==> src/loop_diag_pkg.sv <==
// Purpose: shared constants for the loop detector diagnostics block
// Assumes: AHB-Lite register bus, 32-bit words, 10 MHz core clock
// Notes:   offsets are byte addresses of aligned words
package loop_diag_pkg;
  // ------------------------------------------------------------
  // register offsets
  // ------------------------------------------------------------
  localparam logic [7:0] OFS_DEV_FLAGS   = 8'h00;
  localparam logic [7:0] OFS_CAN_ADDR    = 8'h04;
  localparam logic [7:0] OFS_LED_TIME    = 8'h08;
  localparam logic [7:0] OFS_MEAS_TIME   = 8'h0C;
  localparam logic [7:0] OFS_CMD         = 8'h10;
  localparam logic [7:0] OFS_CLASS_EN    = 8'h14;
  localparam logic [7:0] OFS_THR_ON01    = 8'h18;
  localparam logic [7:0] OFS_THR_ON23    = 8'h1C;
  localparam logic [7:0] OFS_THR_CL      = 8'h20;
  localparam logic [7:0] OFS_OVS         = 8'h24;
  localparam logic [7:0] OFS_IND_SEL     = 8'h28;
  localparam logic [7:0] OFS_CH_STATUS   = 8'h2C;
  localparam logic [7:0] OFS_ALIGN_TOT   = 8'h30;
  localparam logic [7:0] OFS_ALIGN_HTE   = 8'h34;
  localparam logic [7:0] OFS_ALIGN_CAUSE = 8'h38;
  localparam logic [7:0] OFS_MAX01       = 8'h3C;
  localparam logic [7:0] OFS_MAX23       = 8'h40;
  localparam logic [7:0] OFS_LAST01      = 8'h44;
  localparam logic [7:0] OFS_LAST23      = 8'h48;
  localparam logic [7:0] OFS_IND         = 8'h4C;
  localparam logic [7:0] OFS_RESET_INFO  = 8'h50;
  localparam logic [7:0] OFS_CYCLE       = 8'h54;
  localparam logic [7:0] OFS_BIT_TIME    = 8'h58;
  localparam logic [7:0] OFS_ADDR_STAT   = 8'h5C;

  // ------------------------------------------------------------
  // field positions, reset values, OVS clamp and inductance step
  // ------------------------------------------------------------
  localparam int          FLAG_SYNC_MASTER = 0;
  localparam int          FLAG_HW_ADDR     = 1;
  localparam int          CMD_CNT_CLEAR    = 0;
  localparam int          RST_BIT_FLAG     = 0;
  localparam logic [1:0]  FLAGS_RST        = 2'h2;
  localparam logic [15:0] BIT_MIN_RST      = 16'hFFFF;
  localparam logic [2:0]  OVS_MAX_CODE     = 3'h4;
  localparam logic [15:0] IND_STEP_UH      = 16'h000A;

  // ------------------------------------------------------------
  // alignment cause codes
  // ------------------------------------------------------------
  localparam logic [2:0] CAUSE_NONE   = 3'h0;
  localparam logic [2:0] CAUSE_RANGE  = 3'h1;
  localparam logic [2:0] CAUSE_LINKED = 3'h2;
  localparam logic [2:0] CAUSE_HOLD   = 3'h3;
  localparam logic [2:0] CAUSE_USER   = 3'h4;
  localparam logic [2:0] CAUSE_SYNC   = 3'h5;

  // ------------------------------------------------------------
  // timing
  // ------------------------------------------------------------
  localparam int CLK_PERIOD_NS = 100;
  localparam int LED_UNIT_NS   = 1000000;
  localparam int MS_TICKS      = LED_UNIT_NS / CLK_PERIOD_NS;
endpackage : loop_diag_pkg

==> src/loop_diag.sv <==
// Purpose: diagnostics, LED timer, addressing and classification of a
//          four-channel loop detector, with an AHB-Lite register slave
// Assumes: amplitude samples and alignment events come from the
//          measurement core on the same clock; pins are asynchronous
// Notes:   reads take one wait state, writes none; response always OKAY
`timescale 1ns/1ps

module loop_diag
  import loop_diag_pkg::*;
#(
  parameter int MS_TICKS_P = MS_TICKS
) (
  input  wire logic             i_core_clk,
  input  wire logic             i_reset_n,
  input  wire logic             i_hsel,
  input  wire logic [31:0]      i_haddr,
  input  wire logic [1:0]       i_htrans,
  input  wire logic             i_hwrite,
  input  wire logic [2:0]       i_hsize,
  input  wire logic [31:0]      i_hwdata,
  input  wire logic             i_hready,
  output logic      [31:0]      o_hrdata,
  output logic                  o_hreadyout,
  output logic                  o_hresp,
  input  wire logic [3:0]       i_amp_valid,
  input  wire logic [3:0][15:0] i_amp,
  input  wire logic [3:0][15:0] i_ind_uh,
  input  wire logic [3:0]       i_ch_error,
  input  wire logic [3:0]       i_align_evt,
  input  wire logic [3:0][2:0]  i_align_cause,
  input  wire logic             i_sync_active,
  input  wire logic [3:0][7:0]  i_peer_meas,
  input  wire logic             i_reset_evt,
  input  wire logic [7:0]       i_reset_cause,
  input  wire logic             i_svc_activity,
  input  wire logic             i_button,
  input  wire logic             i_can_rx,
  input  wire logic [2:0]       i_addr_sw,
  output logic      [3:0]       o_sw_out,
  output logic      [3:0]       o_led,
  output logic      [3:0]       o_can_occ,
  output logic      [1:0]       o_class_byte7,
  output logic      [5:0]       o_can_addr,
  output logic                  o_can_en,
  output logic                  o_sync_master,
  output logic                  o_det_reset
);

  // ------------------------------------------------------------
  // state
  // ------------------------------------------------------------
  typedef struct packed {
    logic            hready;
    logic [31:0]     hrdata;
    logic            hresp;
    logic            rd_pend;
    logic            wr_pend;
    logic [7:0]      addr;
    logic [1:0]      flags;
    logic [5:0]      can_addr;
    logic [15:0]     led_time;
    logic [3:0][7:0] meas;
    logic [1:0]      class_en;
    logic [3:0][15:0] thr_on;
    logic [1:0][15:0] thr_cl;
    logic [3:0][2:0] ovs;
    logic [1:0]      ind_sel;
    logic            det_reset;
    logic [5:0]      out_addr;
    logic            can_en;
    logic            led_on;
    logic [15:0]     led_cnt;
    logic [15:0]     ms_cnt;
    logic [3:0][4:0] ovs_cnt;
    logic [3:0][19:0] acc;
    logic [3:0]      occ;
    logic [1:0]      cls;
    logic [1:0]      cls_byte;
    logic [3:0][15:0] peak;
    logic [3:0][15:0] last;
    logic [3:0][15:0] maxa;
    logic [3:0]      err;
    logic [3:0]      err_hist;
    logic [3:0][7:0] al_tot;
    logic [3:0][7:0] al_hte;
    logic [3:0][2:0] al_cause;
    logic [7:0]      rst_cnt;
    logic [7:0]      rst_cause;
    logic [15:0]     cycle;
    logic [2:0]      rx_sync;
    logic [2:0]      btn_sync;
    logic [2:0][2:0] sw_sync;
    logic            rx_level;
    logic            btn_level;
    logic [2:0]      sw_level;
    logic [15:0]     rx_run;
    logic [15:0]     bit_min;
    logic [3:0]      outs;
    logic [3:0]      leds;
  } state_s;

  state_s state_reg;
  state_s state_next;

  // ------------------------------------------------------------
  // next-state logic
  // ------------------------------------------------------------
  always_comb begin
    logic [31:0] rdata;
    logic        clr;
    logic        press;
    logic        hw_on;
    logic        on;
    logic [19:0] sum;
    logic [15:0] avg;
    logic [15:0] ind;
    logic [7:0]  mt;
    rdata = 32'h0000_0000;
    clr   = 1'b0;
    press = 1'b0;
    hw_on = 1'b0;
    on    = 1'b0;
    sum   = 20'h0_0000;
    avg   = 16'h0000;
    ind   = 16'h0000;
    mt    = 8'h00;
    state_next           = state_reg;
    state_next.hresp     = 1'b0;
    state_next.det_reset = 1'b0;
    state_next.wr_pend   = 1'b0;

    // pin synchronisers: a change counts once second and third stages agree
    state_next.rx_sync  = {state_reg.rx_sync[1:0], i_can_rx};
    state_next.btn_sync = {state_reg.btn_sync[1:0], i_button};
    state_next.sw_sync  = {state_reg.sw_sync[1:0], i_addr_sw};
    if (state_reg.rx_sync[1] == state_reg.rx_sync[2]) begin
      state_next.rx_level = state_reg.rx_sync[2];
    end
    if (state_reg.btn_sync[1] == state_reg.btn_sync[2]) begin
      state_next.btn_level = state_reg.btn_sync[2];
    end
    if (state_reg.sw_sync[1] == state_reg.sw_sync[2]) begin
      state_next.sw_level = state_reg.sw_sync[2];
    end
    press = state_next.btn_level & ~state_reg.btn_level;

    // register writes land in the data phase
    if (state_reg.wr_pend) begin
      if (state_reg.addr == OFS_DEV_FLAGS) begin
        state_next.flags = i_hwdata[1:0];
        if (i_hwdata[FLAG_HW_ADDR] != state_reg.flags[FLAG_HW_ADDR]) begin
          state_next.det_reset = 1'b1;
        end
      end else if (state_reg.addr == OFS_CAN_ADDR) begin
        state_next.can_addr = i_hwdata[5:0];
      end else if (state_reg.addr == OFS_LED_TIME) begin
        state_next.led_time = i_hwdata[15:0];
      end else if (state_reg.addr == OFS_MEAS_TIME) begin
        state_next.meas = i_hwdata;
      end else if (state_reg.addr == OFS_CMD) begin
        clr = i_hwdata[CMD_CNT_CLEAR];
      end else if (state_reg.addr == OFS_CLASS_EN) begin
        state_next.class_en = i_hwdata[1:0];
      end else if (state_reg.addr == OFS_THR_ON01) begin
        state_next.thr_on[1:0] = i_hwdata;
      end else if (state_reg.addr == OFS_THR_ON23) begin
        state_next.thr_on[3:2] = i_hwdata;
      end else if (state_reg.addr == OFS_THR_CL) begin
        state_next.thr_cl = i_hwdata;
      end else if (state_reg.addr == OFS_OVS) begin
        for (int i = 0; i < 4; i++) begin
          mt = i_hwdata[i*8 +: 8];
          state_next.ovs[i] = (mt > 8'(OVS_MAX_CODE)) ? OVS_MAX_CODE : mt[2:0];
        end
      end else if (state_reg.addr == OFS_IND_SEL) begin
        state_next.ind_sel = i_hwdata[1:0];
      end
    end

    // counter reset first, so an event in the same cycle still counts
    if (clr) begin
      state_next.al_tot    = '0;
      state_next.al_hte    = '0;
      state_next.al_cause  = '0;
      state_next.last      = '0;
      state_next.maxa      = '0;
      state_next.rst_cnt   = 8'h00;
      state_next.rst_cause = 8'h00;
    end

    // reset bookkeeping
    if (state_next.det_reset || i_reset_evt) begin
      state_next.rst_cnt   = state_next.rst_cnt + 8'h01;
      state_next.rst_cause = (i_reset_evt ? i_reset_cause : 8'h00) |
                             (state_next.det_reset ? 8'h01 << RST_BIT_FLAG : 8'h00);
    end

    // CAN addressing: switches win while enabled and non-zero
    // registered flag, so the address follows the flag and switches one cycle later
    hw_on = state_reg.flags[FLAG_HW_ADDR] && (state_reg.sw_level != 3'h0);
    state_next.out_addr = hw_on ? {3'h0, state_reg.sw_level} : state_next.can_addr;
    state_next.can_en   = (state_next.out_addr != 6'h00);

    // LED idle timer in millisecond ticks
    if (state_reg.ms_cnt == 16'(MS_TICKS_P - 1)) begin
      state_next.ms_cnt = 16'h0000;
    end else begin
      state_next.ms_cnt = state_reg.ms_cnt + 16'h0001;
    end
    if (press || i_svc_activity) begin
      state_next.led_on  = 1'b1;
      state_next.led_cnt = 16'h0000;
    end else if (state_next.led_time == 16'h0000) begin
      state_next.led_on  = 1'b1;
      state_next.led_cnt = 16'h0000;
    end else if (state_reg.led_on && state_reg.ms_cnt == 16'(MS_TICKS_P - 1)) begin
      state_next.led_cnt = state_reg.led_cnt + 16'h0001;
      if (state_next.led_cnt >= state_next.led_time) begin
        state_next.led_on = 1'b0;
      end
    end

    // per-channel status, alignment and amplitude tracking
    state_next.err = i_ch_error;
    for (int i = 0; i < 4; i++) begin
      if (i_ch_error[i]) begin
        state_next.err_hist[i] = 1'b1;
      end
      if (i_align_evt[i]) begin
        state_next.al_tot[i]   = state_next.al_tot[i] + 8'h01;
        state_next.al_cause[i] = i_align_cause[i];
        state_next.maxa[i]     = 16'h0000;
        if (i_align_cause[i] == CAUSE_HOLD) begin
          state_next.al_hte[i] = state_next.al_hte[i] + 8'h01;
        end
      end
      if (i_amp_valid[i]) begin
        sum = state_reg.acc[i] + {4'h0, i_amp[i]};
        state_next.ovs_cnt[i] = state_reg.ovs_cnt[i] + 5'h01;
        state_next.acc[i]     = sum;
        if (state_next.ovs_cnt[i] == (5'h01 << state_reg.ovs[i])) begin
          avg = 16'(sum >> state_reg.ovs[i]);
          state_next.ovs_cnt[i] = 5'h00;
          state_next.acc[i]     = 20'h0_0000;
          on = avg > state_reg.thr_on[i];
          if (on) begin
            state_next.occ[i] = 1'b1;
            if (avg > state_reg.peak[i]) begin
              state_next.peak[i] = avg;
            end
            if (i < 2) begin
              if (!state_reg.occ[i]) begin
                state_next.cls_byte[i % 2] = 1'b0;
              end
              if (state_reg.class_en[i % 2] && avg > state_reg.thr_cl[i % 2]) begin
                state_next.cls[i % 2]      = 1'b1;
                state_next.cls_byte[i % 2] = 1'b1;
              end
            end
          end else begin
            if (state_reg.occ[i]) begin
              state_next.last[i] = state_reg.peak[i];
              if (state_reg.peak[i] > state_next.maxa[i]) begin
                state_next.maxa[i] = state_reg.peak[i];
              end
            end
            state_next.occ[i]  = 1'b0;
            state_next.peak[i] = 16'h0000;
            if (i < 2) begin
              state_next.cls[i % 2] = 1'b0;
            end
          end
        end
      end
    end

    // outputs 3/4 carry the class result when channel 1/2 classifies
    for (int i = 0; i < 4; i++) begin
      if (i >= 2 && state_next.class_en[i % 2]) begin
        state_next.outs[i] = state_next.cls[i % 2];
      end else begin
        state_next.outs[i] = state_next.occ[i];
      end
    end
    state_next.leds = state_next.led_on ? state_next.outs : 4'h0;

    // cycle time, peers widen each position when synchronised
    state_next.cycle = 16'h0000;
    for (int i = 0; i < 4; i++) begin
      mt = state_next.meas[i];
      if (i_sync_active && i_peer_meas[i] > mt) begin
        mt = i_peer_meas[i];
      end
      state_next.cycle = state_next.cycle + {8'h00, mt};
    end

    // bit time: shortest low run seen on the bus
    if (!state_reg.rx_level) begin
      if (state_reg.rx_run != 16'hFFFF) begin
        state_next.rx_run = state_reg.rx_run + 16'h0001;
      end
    end else if (state_reg.rx_run != 16'h0000) begin
      if (state_reg.rx_run < state_reg.bit_min) begin
        state_next.bit_min = state_reg.rx_run;
      end
      state_next.rx_run = 16'h0000;
    end

    // read data is built in the wait state, after any pending write
    ind = (i_ind_uh[state_reg.ind_sel] / IND_STEP_UH) * IND_STEP_UH;
    if (state_reg.addr == OFS_DEV_FLAGS) begin
      rdata = {30'h0, state_reg.flags};
    end else if (state_reg.addr == OFS_CAN_ADDR) begin
      rdata = {26'h0, state_reg.can_addr};
    end else if (state_reg.addr == OFS_LED_TIME) begin
      rdata = {16'h0000, state_reg.led_time};
    end else if (state_reg.addr == OFS_MEAS_TIME) begin
      rdata = state_reg.meas;
    end else if (state_reg.addr == OFS_CLASS_EN) begin
      rdata = {30'h0, state_reg.class_en};
    end else if (state_reg.addr == OFS_THR_ON01) begin
      rdata = state_reg.thr_on[1:0];
    end else if (state_reg.addr == OFS_THR_ON23) begin
      rdata = state_reg.thr_on[3:2];
    end else if (state_reg.addr == OFS_THR_CL) begin
      rdata = state_reg.thr_cl;
    end else if (state_reg.addr == OFS_OVS) begin
      for (int i = 0; i < 4; i++) begin
        rdata[i*8 +: 8] = {5'h00, state_reg.ovs[i]};
      end
    end else if (state_reg.addr == OFS_IND_SEL) begin
      rdata = {30'h0, state_reg.ind_sel};
    end else if (state_reg.addr == OFS_CH_STATUS) begin
      for (int i = 0; i < 4; i++) begin
        rdata[i*4 +: 4] = {1'b0, state_reg.err_hist[i], state_reg.err[i], state_reg.occ[i]};
      end
    end else if (state_reg.addr == OFS_ALIGN_TOT) begin
      rdata = state_reg.al_tot;
    end else if (state_reg.addr == OFS_ALIGN_HTE) begin
      rdata = state_reg.al_hte;
    end else if (state_reg.addr == OFS_ALIGN_CAUSE) begin
      for (int i = 0; i < 4; i++) begin
        rdata[i*8 +: 8] = {5'h00, state_reg.al_cause[i]};
      end
    end else if (state_reg.addr == OFS_MAX01) begin
      rdata = state_reg.maxa[1:0];
    end else if (state_reg.addr == OFS_MAX23) begin
      rdata = state_reg.maxa[3:2];
    end else if (state_reg.addr == OFS_LAST01) begin
      rdata = state_reg.last[1:0];
    end else if (state_reg.addr == OFS_LAST23) begin
      rdata = state_reg.last[3:2];
    end else if (state_reg.addr == OFS_IND) begin
      rdata = {16'h0000, ind};
    end else if (state_reg.addr == OFS_RESET_INFO) begin
      rdata = {16'h0000, state_reg.rst_cnt, state_reg.rst_cause};
    end else if (state_reg.addr == OFS_CYCLE) begin
      rdata = {16'h0000, state_reg.cycle};
    end else if (state_reg.addr == OFS_BIT_TIME) begin
      rdata = {16'h0000, state_reg.bit_min};
    end else if (state_reg.addr == OFS_ADDR_STAT) begin
      rdata = {24'h0, 1'b0, state_reg.can_en, state_reg.out_addr};
    end
    if (state_reg.rd_pend) begin
      state_next.hrdata  = rdata;
      state_next.hready  = 1'b1;
      state_next.rd_pend = 1'b0;
    end

    // address phase: reads stall one cycle, writes go straight through
    if (i_hsel && i_htrans[1] && i_hready) begin
      state_next.addr    = i_haddr[7:0];
      state_next.wr_pend = i_hwrite;
      state_next.rd_pend = !i_hwrite;
      state_next.hready  = i_hwrite;
    end
  end

  // ------------------------------------------------------------
  // state register
  // ------------------------------------------------------------
  always_ff @(posedge i_core_clk or negedge i_reset_n) begin
    if (!i_reset_n) begin
      state_reg         <= '0;
      state_reg.hready  <= 1'b1;
      state_reg.flags   <= FLAGS_RST;
      state_reg.led_on  <= 1'b1;
      state_reg.bit_min <= BIT_MIN_RST;
      // bus idles recessive; a low reset level would fake a short run
      state_reg.rx_sync  <= 3'h7;
      state_reg.rx_level <= 1'b1;
    end else begin
      state_reg <= state_next;
    end
  end

  assign o_hrdata      = state_reg.hrdata;
  assign o_hreadyout   = state_reg.hready;
  assign o_hresp       = state_reg.hresp;
  assign o_sw_out      = state_reg.outs;
  assign o_can_occ     = state_reg.outs;
  assign o_led         = state_reg.leds;
  assign o_class_byte7 = state_reg.cls_byte;
  assign o_can_addr    = state_reg.out_addr;
  assign o_can_en      = state_reg.can_en;
  assign o_sync_master = state_reg.flags[FLAG_SYNC_MASTER];
  assign o_det_reset   = state_reg.det_reset;

  // ------------------------------------------------------------
  // checks
  // ------------------------------------------------------------
  // counter-clear strobe, excluded from the hold-time count check
  logic clr_w;
  assign clr_w = state_reg.wr_pend && state_reg.addr == OFS_CMD && i_hwdata[CMD_CNT_CLEAR];
endmodule : loop_diag

==> config.mk <==
export PLATFORM = sky130hd
export DESIGN_NAME = loop_diag
export DESIGN_NICKNAME = d
export VERILOG_FILES = /design/src/loop_diag_pkg.sv /design/src/loop_diag.sv
export SDC_FILE = /design/constraint.sdc
export NUM_CORES = 2
export LEC_CHECK = 0
export ABC_AREA = 1
export BUFFER_PORTS_ARGS = -buffer_cell sky130_fd_sc_hd__buf_2
export CORE_ASPECT_RATIO = 0.8
export CORE_MARGIN = 1
export CORE_UTILIZATION = 40
export DETAILED_ROUTE_END_ITERATION = 8
export PLACE_DENSITY = 0.61
export SLEW_MARGIN = 20
export SYNTH_ARGS = -nofsm -noshare
export SYNTH_HDL_FRONTEND = slang
export SYNTH_SLANG_ARGS = --single-unit
==> constraint.sdc <==
create_clock -name i_core_clk -period 8.15 [get_ports i_core_clk]
set_input_delay 0.815 -clock i_core_clk [delete_from_list [all_inputs] [get_ports i_core_clk]]
set_output_delay 0.815 -clock i_core_clk [all_outputs]
set_load 0.01 [all_outputs]
==> flow_metrics.env <==
export IMPL_grt_max_degree=186
export IMPL_netSwitchingFraction_pct=44.4
export IMPL_drv_cap=0
export IMPL_start_util_pct=40.4
export IMPL_power_frac_seq_pct=26.5
export IMPL_vdd_drop_max_v=0.000338
export IMPL_routabilityCongestion=0.996
export IMPL_worstHoldPathType="in2async"
export IMPL_syn_num_nets=6746
export IMPL_yosysTopAreaCell="dfrtp_1"
export IMPL_via_count=42800
export IMPL_die_height_um=309
export IMPL_die_w_um=386
export IMPL_drtPass1Iterations=6
export IMPL_cts_buffers_inserted=84
export IMPL_clock_power_share_pct=21.9
export IMPL_wire_per_inst_um=20.3
export IMPL_ys_ff_latch=720
export IMPL_final_hold_violation_count=0
export IMPL_combPwrFrac_pct=51.6
export IMPL_critPathLaunchType="register"
export IMPL_route_detailed_drc=0
export IMPL_arrival_ps=9250
export IMPL_hold_buffers=0
export IMPL_powerDensity_nw_per_um2=331
export IMPL_cts_buffer_depth=3
export IMPL_cts_sinks=720
export IMPL_crit_type="reg2reg"
export IMPL_io_pins=331
export IMPL_antenna_found_initial=4
export IMPL_slew_violations=0
export IMPL_synth_ff_type="dfrtp_1"
export IMPL_finalWirelength_um=161000
export IMPL_area_growth_pct=14.7
export IMPL_startpoint="state_reg[517]"
export IMPL_worstPathMaxFanout=7
export IMPL_layout_drive_gt1_share_pct=13.0
export IMPL_seq_area_frac_synth_pct=38.3
export IMPL_cp_common_cell="nand2_4"
export IMPL_yosys_area_top_type_share_pct=37.0
export IMPL_clk_latency_ps=680
export IMPL_failed_checks="setup timing"
export IMPL_syn_inst=6052
export IMPL_synth_area_um2=47100
export IMPL_port_buffer_count=297
export IMPL_clkTransAtPathRegs_ps=60
export IMPL_avgSynthCellArea_um2=7.79
export IMPL_path_buf_inv=11
export IMPL_overflow=0
export IMPL_largest_register_ffs=658
export IMPL_synth_async_reset_ratio_pct=100
export IMPL_clock_fmax_mhz=115
export IMPL_drtAntennaViolNets=0
export IMPL_power_mw=17.9
export IMPL_period_share_pct=107
export IMPL_relSlewSlack_pct=14.2
export IMPL_fin_ws_ps=-543
export IMPL_vias_per_cell=5.39
export IMPL_synth_area_leaders="dfrtp_1 37%, ha_1 11%, nand2_1 9.7%"
export IMPL_power_leakage_nw=28.1
export IMPL_final_core_util_pct=46.3
export IMPL_cp_top_family="simple AND/OR/NAND/NOR gates"
export IMPL_cpPeakStageDelay_ps=460
export IMPL_intPower_mw=9.94
export IMPL_synth_cell_type_count=67
export IMPL_row_count=112
export IMPL_tightest_slew_ps=1270
export IMPL_root_buffer="clkbuf_16"
export IMPL_grt_pass1_wl_um=242000
export IMPL_synth_edff_count=0
export IMPL_final_nets=7036
export IMPL_ys_warnings_count=0
export IMPL_p_switching_mw=7.94
export IMPL_htreeDepth=3
export IMPL_rr_startpoint="state_reg[517]"
export IMPL_tns_ps=-1780
export IMPL_cp_slowest_cell="dfrtp_2"
export IMPL_track_usage_pct=26.6
export IMPL_finClkSkew_ps=22.4
export IMPL_outcome="finished, violations left"
export IMPL_drt_iter0_markers=4221
export IMPL_grt_setup_unrepaired="yes"
export IMPL_fp_dieArea_um2=119000
export IMPL_cts_tree="built"
export IMPL_setup_viol=8
export IMPL_min_period_ps=8690
export IMPL_grt_pass1_vias=39500
export IMPL_dpl_worst_slack_ps=-705
export IMPL_coreArea_um2=117000
export IMPL_cp_end_kind="register"
export IMPL_cp_required_ps=8710
export IMPL_hpwlAfterDp_um=125000
cell usage in the layout, fill, tap and decap left out, drive strengths merged, types with 5 or more instances in the layout:
master and n:
a211oi 27, a21o 12, a21oi 338, a221oi 42, a22o 21, a22oi 8, a31oi 19, a32o 9
a32oi 14, buf 472, bufinv 5, clkbuf 118, clkinv 35, dfrtp 697, dfstp 23, fa 21
ha 399, inv 885, mux2 5, mux2i 11, nand2 1268, nand3 300, nand3b 5, nand4 57
nor2 355, nor3 48, nor4 31, o2111ai 19, o211ai 39, o21a 15, o21ai 742, o21bai 9
o221ai 25, o22ai 80, o311ai 6, o31ai 9, or2 32, xnor2 33, xor2 148
path summary, 6_finish.rpt:
| path | to | slack [ps] | depth (start not counted) |
|---|---|---|---|
| hold reg to reg | state_next[56] | 350 | 0 |
| hold / removal | state_reg[438] | 200 | 1 |
| min in group i_core_clk | state_next[58] | 240 | 1 |
| setup reg to reg | o_hrdata[14] | -540 | 79 |
| max in group asynchronous | state_reg[407] | 6090 | 3 |
| setup / recovery | o_hrdata[14] | -540 | 79 |
stage by stage:
stage	hold WS [ps]	instance area, um^2	std cells
floorplan	331	47100	6052
global placement	334	50400	7761
detailed placement	336	50400	7761
CTS	210	53300	7919
global route	215	54000	7949
finish	196	54000	7951
what timing repair did:
item                                    4_1_cts  5_1_grt
pin swaps                                     8       70
gates cloned                                  0        1
endpoints found under the setup margin        7       12
gates resized for setup                      25      117
setup buffers                                 5       28
area by class of cell:
cell class / count / area (um^2)
inverter: 892 / 3360
fill: 11500 / 62700
sequential: 720 / 18000
clock buffer: 118 / 2410
multi-input combinational: 4171 / 25000
antenna: 3 / 7.51
timing repair buffer: 472 / 2860
clock inverter: 35 / 399
timing repair inverter: 1 / 7.51
tap: 1539 / 1930
power groups by stage:
stage / Sequential [mW] / Combinational (mW) / Clock, mW
3_5_place_dp: 4.78 / 8.45 / 0
5_1_grt: 4.82 / 10.3 / 4.11
4_1_cts: 4.73 / 8.65 / 3.96
2_1_floorplan: 4.57 / 5.62 / 0
6_report: 4.75 / 9.22 / 3.91
3_3_place_gp: 4.77 / 8.30 / 0
cells in the mapped netlist, types with 9 or more instances:
cell type     n
a211oi_1     27
a21o_1       12
a21oi_1     333
a221oi_1     42
a22o_1       21
a31oi_1      19
a32o_1        9
a32oi_1      14
buf_1        10
buf_4        61
clkbuf_1    183
clkinv_1     10
dfrtp_1     697
dfstp_2      23
fa_1         21
ha_1        399
inv_1       867
inv_2        15
mux2i_1      11
nand2_1    1222
nand2_2      32
nand2_4      14
nand3_1     288
nand3_2      11
nand4_1      57
nor2_1      354
nor3_1       48
nor4_1       31
o2111ai_1    19
o211ai_1     39
o21a_1       15
o21ai_0     736
o21bai_1      9
o221ai_1     25
o22ai_1      80
o31ai_1       9
or2_2        32
xnor2_1      33
xor2_1      148
layer usage:
metal	track usage (%)	part of all wire, %	wire length [um]
met5	0	0.012	20
met4	7.20	2.7	4380
met3	5.18	7.8	12600
met2	39.2	43	68900
met1	39.5	47	75600
cells by family after synthesis:
logic type,count (synthesis),synth area share (%)
xor gates and xnor gates,181,3.36
AOI/OAI and AO/OA,1450,17.6
buffers and inverters,1161,9.90
DFF,720,38.3
and+or+nand+nor,2101,18.9
other,1,0.00796
adders and majority gates,422,11.5
muxes,16,0.353
Note: power is estimated with default switching activity, not from simulation.
